===== src/serial_link_pkg.sv =====
package serial_link_pkg;

  // register byte addresses on the 12-bit register port
  localparam logic [11:0] ADDR_TIMESTAMP_LSB_CONTROL       = 12'h160;
  localparam logic [11:0] ADDR_LINK_SUBSYSTEM_ENABLE       = 12'h200;
  localparam logic [11:0] ADDR_LINK_OUTPUT_MODE            = 12'h201;
  localparam logic [11:0] ADDR_MULTIFRAME_LENGTH_MINUS_ONE = 12'h202;
  localparam logic [11:0] ADDR_LINK_STATUS                 = 12'h210;

  // field positions and widths
  localparam int TIMESTAMP_INSERT_ENABLE_BIT = 0;
  localparam int LINK_SUBSYSTEM_ENABLE_BIT   = 0;
  localparam int LINK_OUTPUT_MODE_W          = 6;
  localparam int STATUS_RUNNING_BIT          = 0;
  localparam int STATUS_ORDER_ERROR_BIT      = 1;
  localparam int STATUS_DISABLED_BIT         = 2;

  // reset values
  localparam logic       TIMESTAMP_INSERT_ENABLE_RST = 1'b0;
  localparam logic       LINK_SUBSYSTEM_ENABLE_RST   = 1'b1;
  localparam logic [5:0] LINK_OUTPUT_MODE_RST        = 6'h00;
  localparam logic [7:0] MULTIFRAME_LENGTH_M1_RST    = 8'h1F;

  // link layer constants
  localparam logic [1:0] ILAS_CONTROL_BITS       = 2'h0;
  localparam int         K_W                     = 12;
  localparam int         K_64B66B_SCALE          = 256;

  // timing of the timestamp path
  localparam int TIMESTAMP_SYNC_STAGES = 2;

  typedef enum logic [1:0] {
    ST_DISABLED,
    ST_STARTING,
    ST_RUNNING
  } link_state_t;

endpackage


===== src/serial_link_control_regs.sv =====
// Operation
// - timestamp insert enable puts marker on LSB
// - timestamp latency matches converter sample latency
// - marker at N-field LSB, keeps converter bits when N is wider than ADC_W
// - ILA always reports zero control bits
// - link enable: 0 off, 1 on, resets 1
// - disabled: reset, serializers down, clocks gated
// - disabled: LMFC counter reset, SYSREF ignored
// - 6-bit output mode, change while both off
// - K minus one register, resets 0x1F
// - 64B/66B modes use K = 256*E/F
`timescale 1ns/10ps
`default_nettype none
module serial_link_control_regs #(
  parameter int ADC_W      = 12,
  parameter int SAMPLE_N   = 16,
  parameter int TS_DELAY   = 4,
  parameter int E_W        = 4,
  parameter int F_W        = 5
) (
  input  wire logic                clk_i,
  input  wire logic                sys_rst_i,
  // register port
  input  wire logic [11:0]         reg_addr_i,
  input  wire logic [7:0]          reg_wdata_i,
  input  wire logic                reg_wr_i,
  input  wire logic                reg_rd_i,
  output logic      [7:0]          reg_rdata_o,
  // neighbouring control state
  input  wire logic                cal_enable_i,
  input  wire logic                timestamp_receiver_enable_i,
  input  wire logic                timestamp_pin_i,
  // decoded parameters of the selected mode
  input  wire logic                mode_is_64b66b_i,
  input  wire logic [E_W-1:0]      mode_e_i,
  input  wire logic [F_W-1:0]      mode_f_i,
  // sample path
  input  wire logic [ADC_W-1:0]    sample_i,
  input  wire logic                sample_valid_i,
  output logic      [SAMPLE_N-1:0] sample_o,
  output logic                     sample_valid_o,
  // link subsystem controls
  output logic                     link_reset_o,
  output logic                     serializer_powerdown_o,
  output logic                     link_clock_enable_o,
  output logic                     lmfc_counter_reset_o,
  output logic                     sysref_align_enable_o,
  output logic                     link_start_o,
  output logic [5:0]               link_output_mode_o,
  output logic [serial_link_pkg::K_W-1:0] effective_k_minus_one_o,
  output logic [1:0]               ilas_control_bits_o
);

  // software registers
  logic       timestamp_insert_enable_reg;
  logic       timestamp_insert_enable_next;
  logic       link_subsystem_enable_reg;
  logic       link_subsystem_enable_next;
  logic [5:0] link_output_mode_reg;
  logic [5:0] link_output_mode_next;
  logic [7:0] multiframe_length_minus_one_reg;
  logic [7:0] multiframe_length_minus_one_next;
  logic       order_error_reg;
  logic       order_error_next;
  logic [7:0] rdata_reg;
  logic [7:0] rdata_next;

  // link state and captured configuration
  serial_link_pkg::link_state_t state_reg;
  serial_link_pkg::link_state_t state_next;
  logic [5:0]                   active_mode_reg;
  logic [5:0]                   active_mode_next;
  logic [serial_link_pkg::K_W-1:0] active_k_reg;
  logic [serial_link_pkg::K_W-1:0] active_k_next;
  logic                         cal_enable_d_reg;

  // sample path
  logic                sync1_reg;
  logic                sync2_reg;
  logic                ts_delayed;
  logic [SAMPLE_N-1:0] sample_reg;
  logic [SAMPLE_N-1:0] sample_next;
  logic                sample_valid_reg;
  logic                sample_valid_next;
  logic [SAMPLE_N-1:0] sample_placed;

  // address decode, shared by the write and read paths
  function automatic logic hit(input logic [11:0] a, input logic [11:0] b);
    hit = (a == b);
  endfunction

  // K for 64B/66B modes; F of zero would be an illegal mode, so guard it
  function automatic logic [serial_link_pkg::K_W-1:0] k_from_ef(
    input logic [E_W-1:0] e,
    input logic [F_W-1:0] f
  );
    logic [serial_link_pkg::K_W+E_W-1:0] num;
    logic [serial_link_pkg::K_W+E_W-1:0] quo;
    num = (serial_link_pkg::K_W+E_W)'(serial_link_pkg::K_64B66B_SCALE)
          * (serial_link_pkg::K_W+E_W)'(e);
    quo = (f == '0) ? '0 : num / (serial_link_pkg::K_W+E_W)'(f);
    k_from_ef = (quo == '0) ? '0
              : serial_link_pkg::K_W'(quo - 1'b1);
  endfunction

  // register writes; reserved bits are simply not stored
  always_comb begin
    timestamp_insert_enable_next     = timestamp_insert_enable_reg;
    link_subsystem_enable_next       = link_subsystem_enable_reg;
    link_output_mode_next            = link_output_mode_reg;
    multiframe_length_minus_one_next = multiframe_length_minus_one_reg;
    order_error_next                 = order_error_reg;
    if (reg_wr_i) begin
      if (hit(reg_addr_i, serial_link_pkg::ADDR_TIMESTAMP_LSB_CONTROL)) begin
        timestamp_insert_enable_next =
          reg_wdata_i[serial_link_pkg::TIMESTAMP_INSERT_ENABLE_BIT];
      end
      if (hit(reg_addr_i, serial_link_pkg::ADDR_LINK_SUBSYSTEM_ENABLE)) begin
        link_subsystem_enable_next =
          reg_wdata_i[serial_link_pkg::LINK_SUBSYSTEM_ENABLE_BIT];
      end
      if (hit(reg_addr_i, serial_link_pkg::ADDR_LINK_OUTPUT_MODE)) begin
        link_output_mode_next =
          reg_wdata_i[serial_link_pkg::LINK_OUTPUT_MODE_W-1:0];
      end
      if (hit(reg_addr_i,
              serial_link_pkg::ADDR_MULTIFRAME_LENGTH_MINUS_ONE)) begin
        multiframe_length_minus_one_next = reg_wdata_i;
      end
      // write one to clear the sticky ordering flag
      if (hit(reg_addr_i, serial_link_pkg::ADDR_LINK_STATUS) &&
          reg_wdata_i[serial_link_pkg::STATUS_ORDER_ERROR_BIT]) begin
        order_error_next = 1'b0;
      end
    end
    // ordering slips by software; a new slip wins over a clear
    if ((link_subsystem_enable_next && !link_subsystem_enable_reg &&
         !cal_enable_i) ||
        (link_subsystem_enable_reg && cal_enable_d_reg &&
         !cal_enable_i)) begin
      order_error_next = 1'b1;
    end
  end

  always_ff @(posedge clk_i) begin
    if (sys_rst_i) begin
      timestamp_insert_enable_reg     <=
        serial_link_pkg::TIMESTAMP_INSERT_ENABLE_RST;
      link_subsystem_enable_reg       <=
        serial_link_pkg::LINK_SUBSYSTEM_ENABLE_RST;
      link_output_mode_reg            <= serial_link_pkg::LINK_OUTPUT_MODE_RST;
      multiframe_length_minus_one_reg <=
        serial_link_pkg::MULTIFRAME_LENGTH_M1_RST;
      order_error_reg                 <= 1'b0;
      cal_enable_d_reg                <= 1'b0;
    end else begin
      timestamp_insert_enable_reg     <= timestamp_insert_enable_next;
      link_subsystem_enable_reg       <= link_subsystem_enable_next;
      link_output_mode_reg            <= link_output_mode_next;
      multiframe_length_minus_one_reg <= multiframe_length_minus_one_next;
      order_error_reg                 <= order_error_next;
      cal_enable_d_reg                <= cal_enable_i;
    end
  end

  // read data, valid only in the cycle after the strobe
  always_comb begin
    rdata_next = 8'h00;
    if (reg_rd_i) begin
      if (hit(reg_addr_i, serial_link_pkg::ADDR_TIMESTAMP_LSB_CONTROL)) begin
        rdata_next[serial_link_pkg::TIMESTAMP_INSERT_ENABLE_BIT] =
          timestamp_insert_enable_reg;
      end
      if (hit(reg_addr_i, serial_link_pkg::ADDR_LINK_SUBSYSTEM_ENABLE)) begin
        rdata_next[serial_link_pkg::LINK_SUBSYSTEM_ENABLE_BIT] =
          link_subsystem_enable_reg;
      end
      if (hit(reg_addr_i, serial_link_pkg::ADDR_LINK_OUTPUT_MODE)) begin
        rdata_next[serial_link_pkg::LINK_OUTPUT_MODE_W-1:0] =
          link_output_mode_reg;
      end
      if (hit(reg_addr_i,
              serial_link_pkg::ADDR_MULTIFRAME_LENGTH_MINUS_ONE)) begin
        rdata_next = multiframe_length_minus_one_reg;
      end
      if (hit(reg_addr_i, serial_link_pkg::ADDR_LINK_STATUS)) begin
        rdata_next[serial_link_pkg::STATUS_RUNNING_BIT] =
          (state_reg == serial_link_pkg::ST_RUNNING);
        rdata_next[serial_link_pkg::STATUS_ORDER_ERROR_BIT] = order_error_reg;
        rdata_next[serial_link_pkg::STATUS_DISABLED_BIT] =
          (state_reg == serial_link_pkg::ST_DISABLED);
      end
    end
  end

  always_ff @(posedge clk_i) begin
    if (sys_rst_i) begin
      rdata_reg <= 8'h00;
    end else begin
      rdata_reg <= rdata_next;
    end
  end

  // link state: held in reset while disabled, one start cycle on release
  always_comb begin
    state_next       = state_reg;
    active_mode_next = active_mode_reg;
    active_k_next    = active_k_reg;
    case (state_reg)
      serial_link_pkg::ST_DISABLED: begin
        if (link_subsystem_enable_reg) begin
          // mode frozen here; k a cycle later, once the decode sees it
          active_mode_next = link_output_mode_reg;
          state_next       = serial_link_pkg::ST_STARTING;
        end
      end
      serial_link_pkg::ST_STARTING: begin
        active_k_next = mode_is_64b66b_i
                      ? k_from_ef(mode_e_i, mode_f_i)
                      : serial_link_pkg::K_W'(
                          multiframe_length_minus_one_reg);
        state_next = link_subsystem_enable_reg
                   ? serial_link_pkg::ST_RUNNING
                   : serial_link_pkg::ST_DISABLED;
      end
      serial_link_pkg::ST_RUNNING: begin
        if (!link_subsystem_enable_reg) begin
          state_next = serial_link_pkg::ST_DISABLED;
        end
      end
      default: begin
        state_next = serial_link_pkg::ST_DISABLED;
      end
    endcase
  end

  always_ff @(posedge clk_i) begin
    if (sys_rst_i) begin
      state_reg       <= serial_link_pkg::ST_DISABLED;
      active_mode_reg <= serial_link_pkg::LINK_OUTPUT_MODE_RST;
      active_k_reg    <= serial_link_pkg::K_W'(
                           serial_link_pkg::MULTIFRAME_LENGTH_M1_RST);
    end else begin
      state_reg       <= state_next;
      active_mode_reg <= active_mode_next;
      active_k_reg    <= active_k_next;
    end
  end

  // subsystem controls follow the state directly
  assign link_reset_o           =
    (state_reg == serial_link_pkg::ST_DISABLED);
  assign serializer_powerdown_o =
    (state_reg == serial_link_pkg::ST_DISABLED);
  assign link_clock_enable_o    =
    (state_reg != serial_link_pkg::ST_DISABLED);
  assign lmfc_counter_reset_o   =
    (state_reg == serial_link_pkg::ST_DISABLED);
  assign sysref_align_enable_o  =
    (state_reg != serial_link_pkg::ST_DISABLED);
  assign link_start_o           =
    (state_reg == serial_link_pkg::ST_STARTING);
  assign link_output_mode_o     = active_mode_reg;
  assign effective_k_minus_one_o = active_k_reg;
  assign ilas_control_bits_o    = serial_link_pkg::ILAS_CONTROL_BITS;
  assign reg_rdata_o            = rdata_reg;

  // timestamp pin comes from outside, so two flops before any use
  always_ff @(posedge clk_i) begin
    if (sys_rst_i) begin
      sync1_reg <= 1'b0;
      sync2_reg <= 1'b0;
    end else begin
      sync1_reg <= timestamp_pin_i;
      sync2_reg <= sync1_reg;
    end
  end

  // delay set so the marker meets the sample it was taken with
  ts_delay_line #(
    .DEPTH (TS_DELAY)
  ) u_ts_delay (
    .clk_i     (clk_i),
    .sys_rst_i (sys_rst_i),
    .d_i       (sync2_reg & timestamp_receiver_enable_i),
    .q_o       (ts_delayed)
  );

  // converter bits sit above the N-bit field's LSB when N is wider
  generate
    if (SAMPLE_N > ADC_W) begin : gen_wide
      assign sample_placed = {sample_i, {(SAMPLE_N-ADC_W){1'b0}}};
    end else begin : gen_equal
      assign sample_placed = SAMPLE_N'(sample_i);
    end
  endgenerate

  // output sample; the marker replaces only the field's LSB
  always_comb begin
    sample_next       = sample_placed;
    sample_valid_next = sample_valid_i &&
                        (state_reg == serial_link_pkg::ST_RUNNING);
    if (timestamp_insert_enable_reg) begin
      sample_next[0] = ts_delayed;
    end
  end

  always_ff @(posedge clk_i) begin
    if (sys_rst_i) begin
      sample_reg       <= '0;
      sample_valid_reg <= 1'b0;
    end else begin
      sample_reg       <= sample_next;
      sample_valid_reg <= sample_valid_next;
    end
  end

  assign sample_o       = sample_reg;
  assign sample_valid_o = sample_valid_reg;

endmodule
`default_nettype wire


===== src/ts_delay_line.sv =====
`timescale 1ns/10ps
`default_nettype none
// shift register that lines the timestamp up with the sample pipeline
module ts_delay_line #(
  parameter int DEPTH = 4
) (
  input  wire logic clk_i,
  input  wire logic sys_rst_i,
  input  wire logic d_i,
  output logic      q_o
);

  logic [DEPTH-1:0] stage_reg;
  logic [DEPTH-1:0] stage_next;

  // each stage takes its neighbour, first stage takes the input
  genvar g;
  generate
    for (g = 0; g < DEPTH; g++) begin : gen_stage
      if (g == 0) begin : gen_first
        assign stage_next[g] = d_i;
      end else begin : gen_rest
        assign stage_next[g] = stage_reg[g-1];
      end
    end
  endgenerate

  always_ff @(posedge clk_i) begin
    if (sys_rst_i) begin
      stage_reg <= '0;
    end else begin
      stage_reg <= stage_next;
    end
  end

  assign q_o = stage_reg[DEPTH-1];

endmodule
`default_nettype wire

===== config.mk =====
export PLATFORM = sky130hd
export DESIGN_NAME = serial_link_control_regs
export DESIGN_NICKNAME = d
export VERILOG_FILES = /design/src/serial_link_pkg.sv /design/src/serial_link_control_regs.sv /design/src/ts_delay_line.sv
export SDC_FILE = /design/constraint.sdc
export NUM_CORES = 1
export LEC_CHECK = 0
export BUFFER_PORTS_ARGS = -buffer_cell sky130_fd_sc_hd__buf_2
export CORE_UTILIZATION = 61
export DETAILED_ROUTE_END_ITERATION = 10
export PLACE_DENSITY = 0.85
export SYNTH_ARGS = -nofsm -noshare
export SYNTH_HDL_FRONTEND = slang
export SYNTH_SLANG_ARGS = --single-unit
export TNS_END_PERCENT = 10

===== constraint.sdc =====
create_clock -name clk_i -period 34.7 [get_ports clk_i]
set_input_delay 6.94 -clock clk_i [delete_from_list [all_inputs] [get_ports clk_i]]
set_output_delay 6.94 -clock clk_i [all_outputs]
set_load 0.1 [all_outputs]

==> reports/metrics.cfg <==
[yosys]
synth_top_family_by_area=compound AO/OA/AOI/OAI gates
syn_area_per_cell_um2=7.43
ys.flop_type=dfxtp_1
synth-compound-area-share=0.334
synth_edf_count=0
synth-simple-area-share=0.277
yosysMostFrequentCell=nand2_1
synthMuxAreaShare=0.0380
synthTopCellsByCount=nand2_1 (113), nor2_1 (109), a21oi_1 (84)
yosysTopAreaCell=dfxtp_1
synth_xor_area_frac=0.0505
syn_area_mm2=0.00843
synthArstFlopShare=0
synthAdderAreaFrac=0.0974
ys.warnings.count=0
synth_cell_types=106
ys_ff_latch=66
synth_top_area_share=0.157
ys_seq_area_frac=0.157
ys_top_cells_by_area=dfxtp_1 (16%), ha_1 (9.5%), nand2_1 (5.0%)
netlist_instances=1134

[placed_design]
io_buffers=95
place_hpwl_um=18800
place_ws_ns=-0.118
gp_congestion=0.940

[clocking]
cts_tree=yes
cts_root_buffer=clkbuf_16
worst_skew_pair.late_latency_ns=0.33
h-tree-depth=3
clkTransAtPathRegs_ns=0.05
clock-sinks=66
numCtsBuffers=9
clockBufferDepth=2

[timing]
finalHoldViolations=0
post-route-period-util=0.946
worst_pin_slew_ns=0.969
setup_violations=0
finalWorstSetupSlack_ns=1.86
slew_headroom=0.348
slew_viol_final=0
min_period_ns=32.84
fmax_mhz=30.5
clock_skew_ns=0.00654

[critical_path]
arrival_ns=33.03
path_delay_family=compound AO/OA/AOI/OAI gates
crit_type=in -> reg
slowest_stage=a2111o_2
crit_path_end_kind=register
crit_required_ns=34.89
cpMostUsedCell=ha_1
cp_max_fo=16
critical_path_buf_inv_count=13
cpPeakStageDelay_ns=0.64
start_kind=primary input

[floorplanning]
io_pins=101
start_util=0.631
core_area_mm2=0.0133
die_width_um=120
dieArea_mm2=0.0143
rows=42
die_y_um=120

[finish]
drive_gt1_frac=0.174
largest_register_ffs=13
syn2layout_area_growth_pct=12.7
nets=1337
n_antenna_cell=0

[route]
drtPass1Iterations=6
first_iter_violations=1201
wl_per_cell_um=17.8
drc=0
routed_wl_um=24900
dr_total_vias=9425
ant_nets=0
viasPerCell=6.72

[status]
status=finished clean

[global_route]
overflow=0
antenna_found_initial=0
grt_max_degree=51
grt_pass1_vias=8250
grtUsageTotal=0.336
grt_pass1_wl_um=39900

[worst_hold_path]
hold_class=reg -> reg

[flow_run]
drv_cap=0

path summary, 6_finish.rpt:
check,start,to,slack [ns],cells past startpoint
setup / recovery,mode_f_i[0],effective_k_minus_one_o[3],1.86,128
hold / removal,sync1_reg,sync2_reg,0.44,1
setup reg to reg,state_reg[1],effective_k_minus_one_o[3],32.29,7
hold reg to reg,sync1_reg,sync2_reg,0.44,1
kinds of logic (layout without fill, tap and decap cells):
kind of cell	count (synthesis)	in the layout
simple gates	465	465
compound gates	374	374
buf+inv	86	171
flops	66	66
fa+ha+maj	65	65
xor+xnor	47	47
mux	30	30
other cells	1	9
cell usage in the layout, fill, tap and decap left out, types with 8 or more instances in the layout:
| master | n |
|---|---|
| a211oi_1 | 11 |
| a21o_1 | 24 |
| a21oi_1 | 80 |
| a22oi_1 | 8 |
| a31oi_1 | 11 |
| a41oi_1 | 8 |
| and2_1 | 17 |
| and3_1 | 13 |
| buf_2 | 94 |
| buf_4 | 26 |
| clkbuf_16 | 9 |
| conb_1 | 9 |
| dfxtp_1 | 66 |
| ha_1 | 64 |
| inv_1 | 32 |
| mux2_2 | 12 |
| mux2i_1 | 16 |
| nand2_1 | 112 |
| nand2b_1 | 19 |
| nand3_1 | 43 |
| nand4_1 | 14 |
| nor2_1 | 104 |
| nor2b_1 | 29 |
| nor3_1 | 41 |
| nor3b_1 | 11 |
| nor4_1 | 8 |
| o211ai_1 | 23 |
| o21a_1 | 23 |
| o21ai_0 | 53 |
| o31ai_1 | 14 |
| or3_1 | 13 |
| xnor2_1 | 25 |
| xor2_1 | 21 |
worst reg2reg max path: stages (launching register included):
cell       delay, ns
dfxtp_1         0.34
nand2b_1        0.60
inv_1           0.26
o311ai_1        0.16
buf_4           0.24
nor2_1          0.07
a2111oi_1       0.48
o31ai_1         0.14
layer usage:
layer  vias to the layer above  share of wire  GRT usage
met1                      4364           0.42      0.448
met3                        59          0.086     0.0475
li1                       4460              -          -
met5                         -              0          0
met2                       542           0.47      0.556
met4                         0          0.024      0.106
through the flow:
step | hold slack [ns] | std cells | TNS, ns | area [um2] | utilization
after detailed placement | 0.429 | 1379 | -0.212 | 9030 | 0.677
after global placement | 0.417 | 1379 | 0 | 9030 | 0.677
after global routing | 0.452 | 1403 | -0.153 | 9500 | 0.712
after CTS | 0.442 | 1395 | 0 | 9350 | 0.701
final | 0.440 | 1403 | 0 | 9500 | 0.712
after floorplan | 0.414 | 1142 | 0 | 8460 | -
what timing repair did:
item                       CTS  global route
setup endpoints to repair    0            12
hold buffers                 0             0
hold endpoints to repair     0             0
gates resized for setup      0            24
setup buffers                0             8
layout make-up:
| class | count | area, um2 |
|---|---|---|
| clock inverters | 6 | 91.3 |
| clock buffers | 10 | 229 |
| repair buffers | 121 | 673 |
| inverters | 34 | 128 |
| flip-flops and latches | 66 | 1320 |
| well taps | 176 | 220 |
| fillers | 1041 | 3850 |
| multi-input cells | 990 | 6840 |
Power is not shown: default switching activity piles up to over one toggle a cycle in this logic, so the estimate is an artifact.
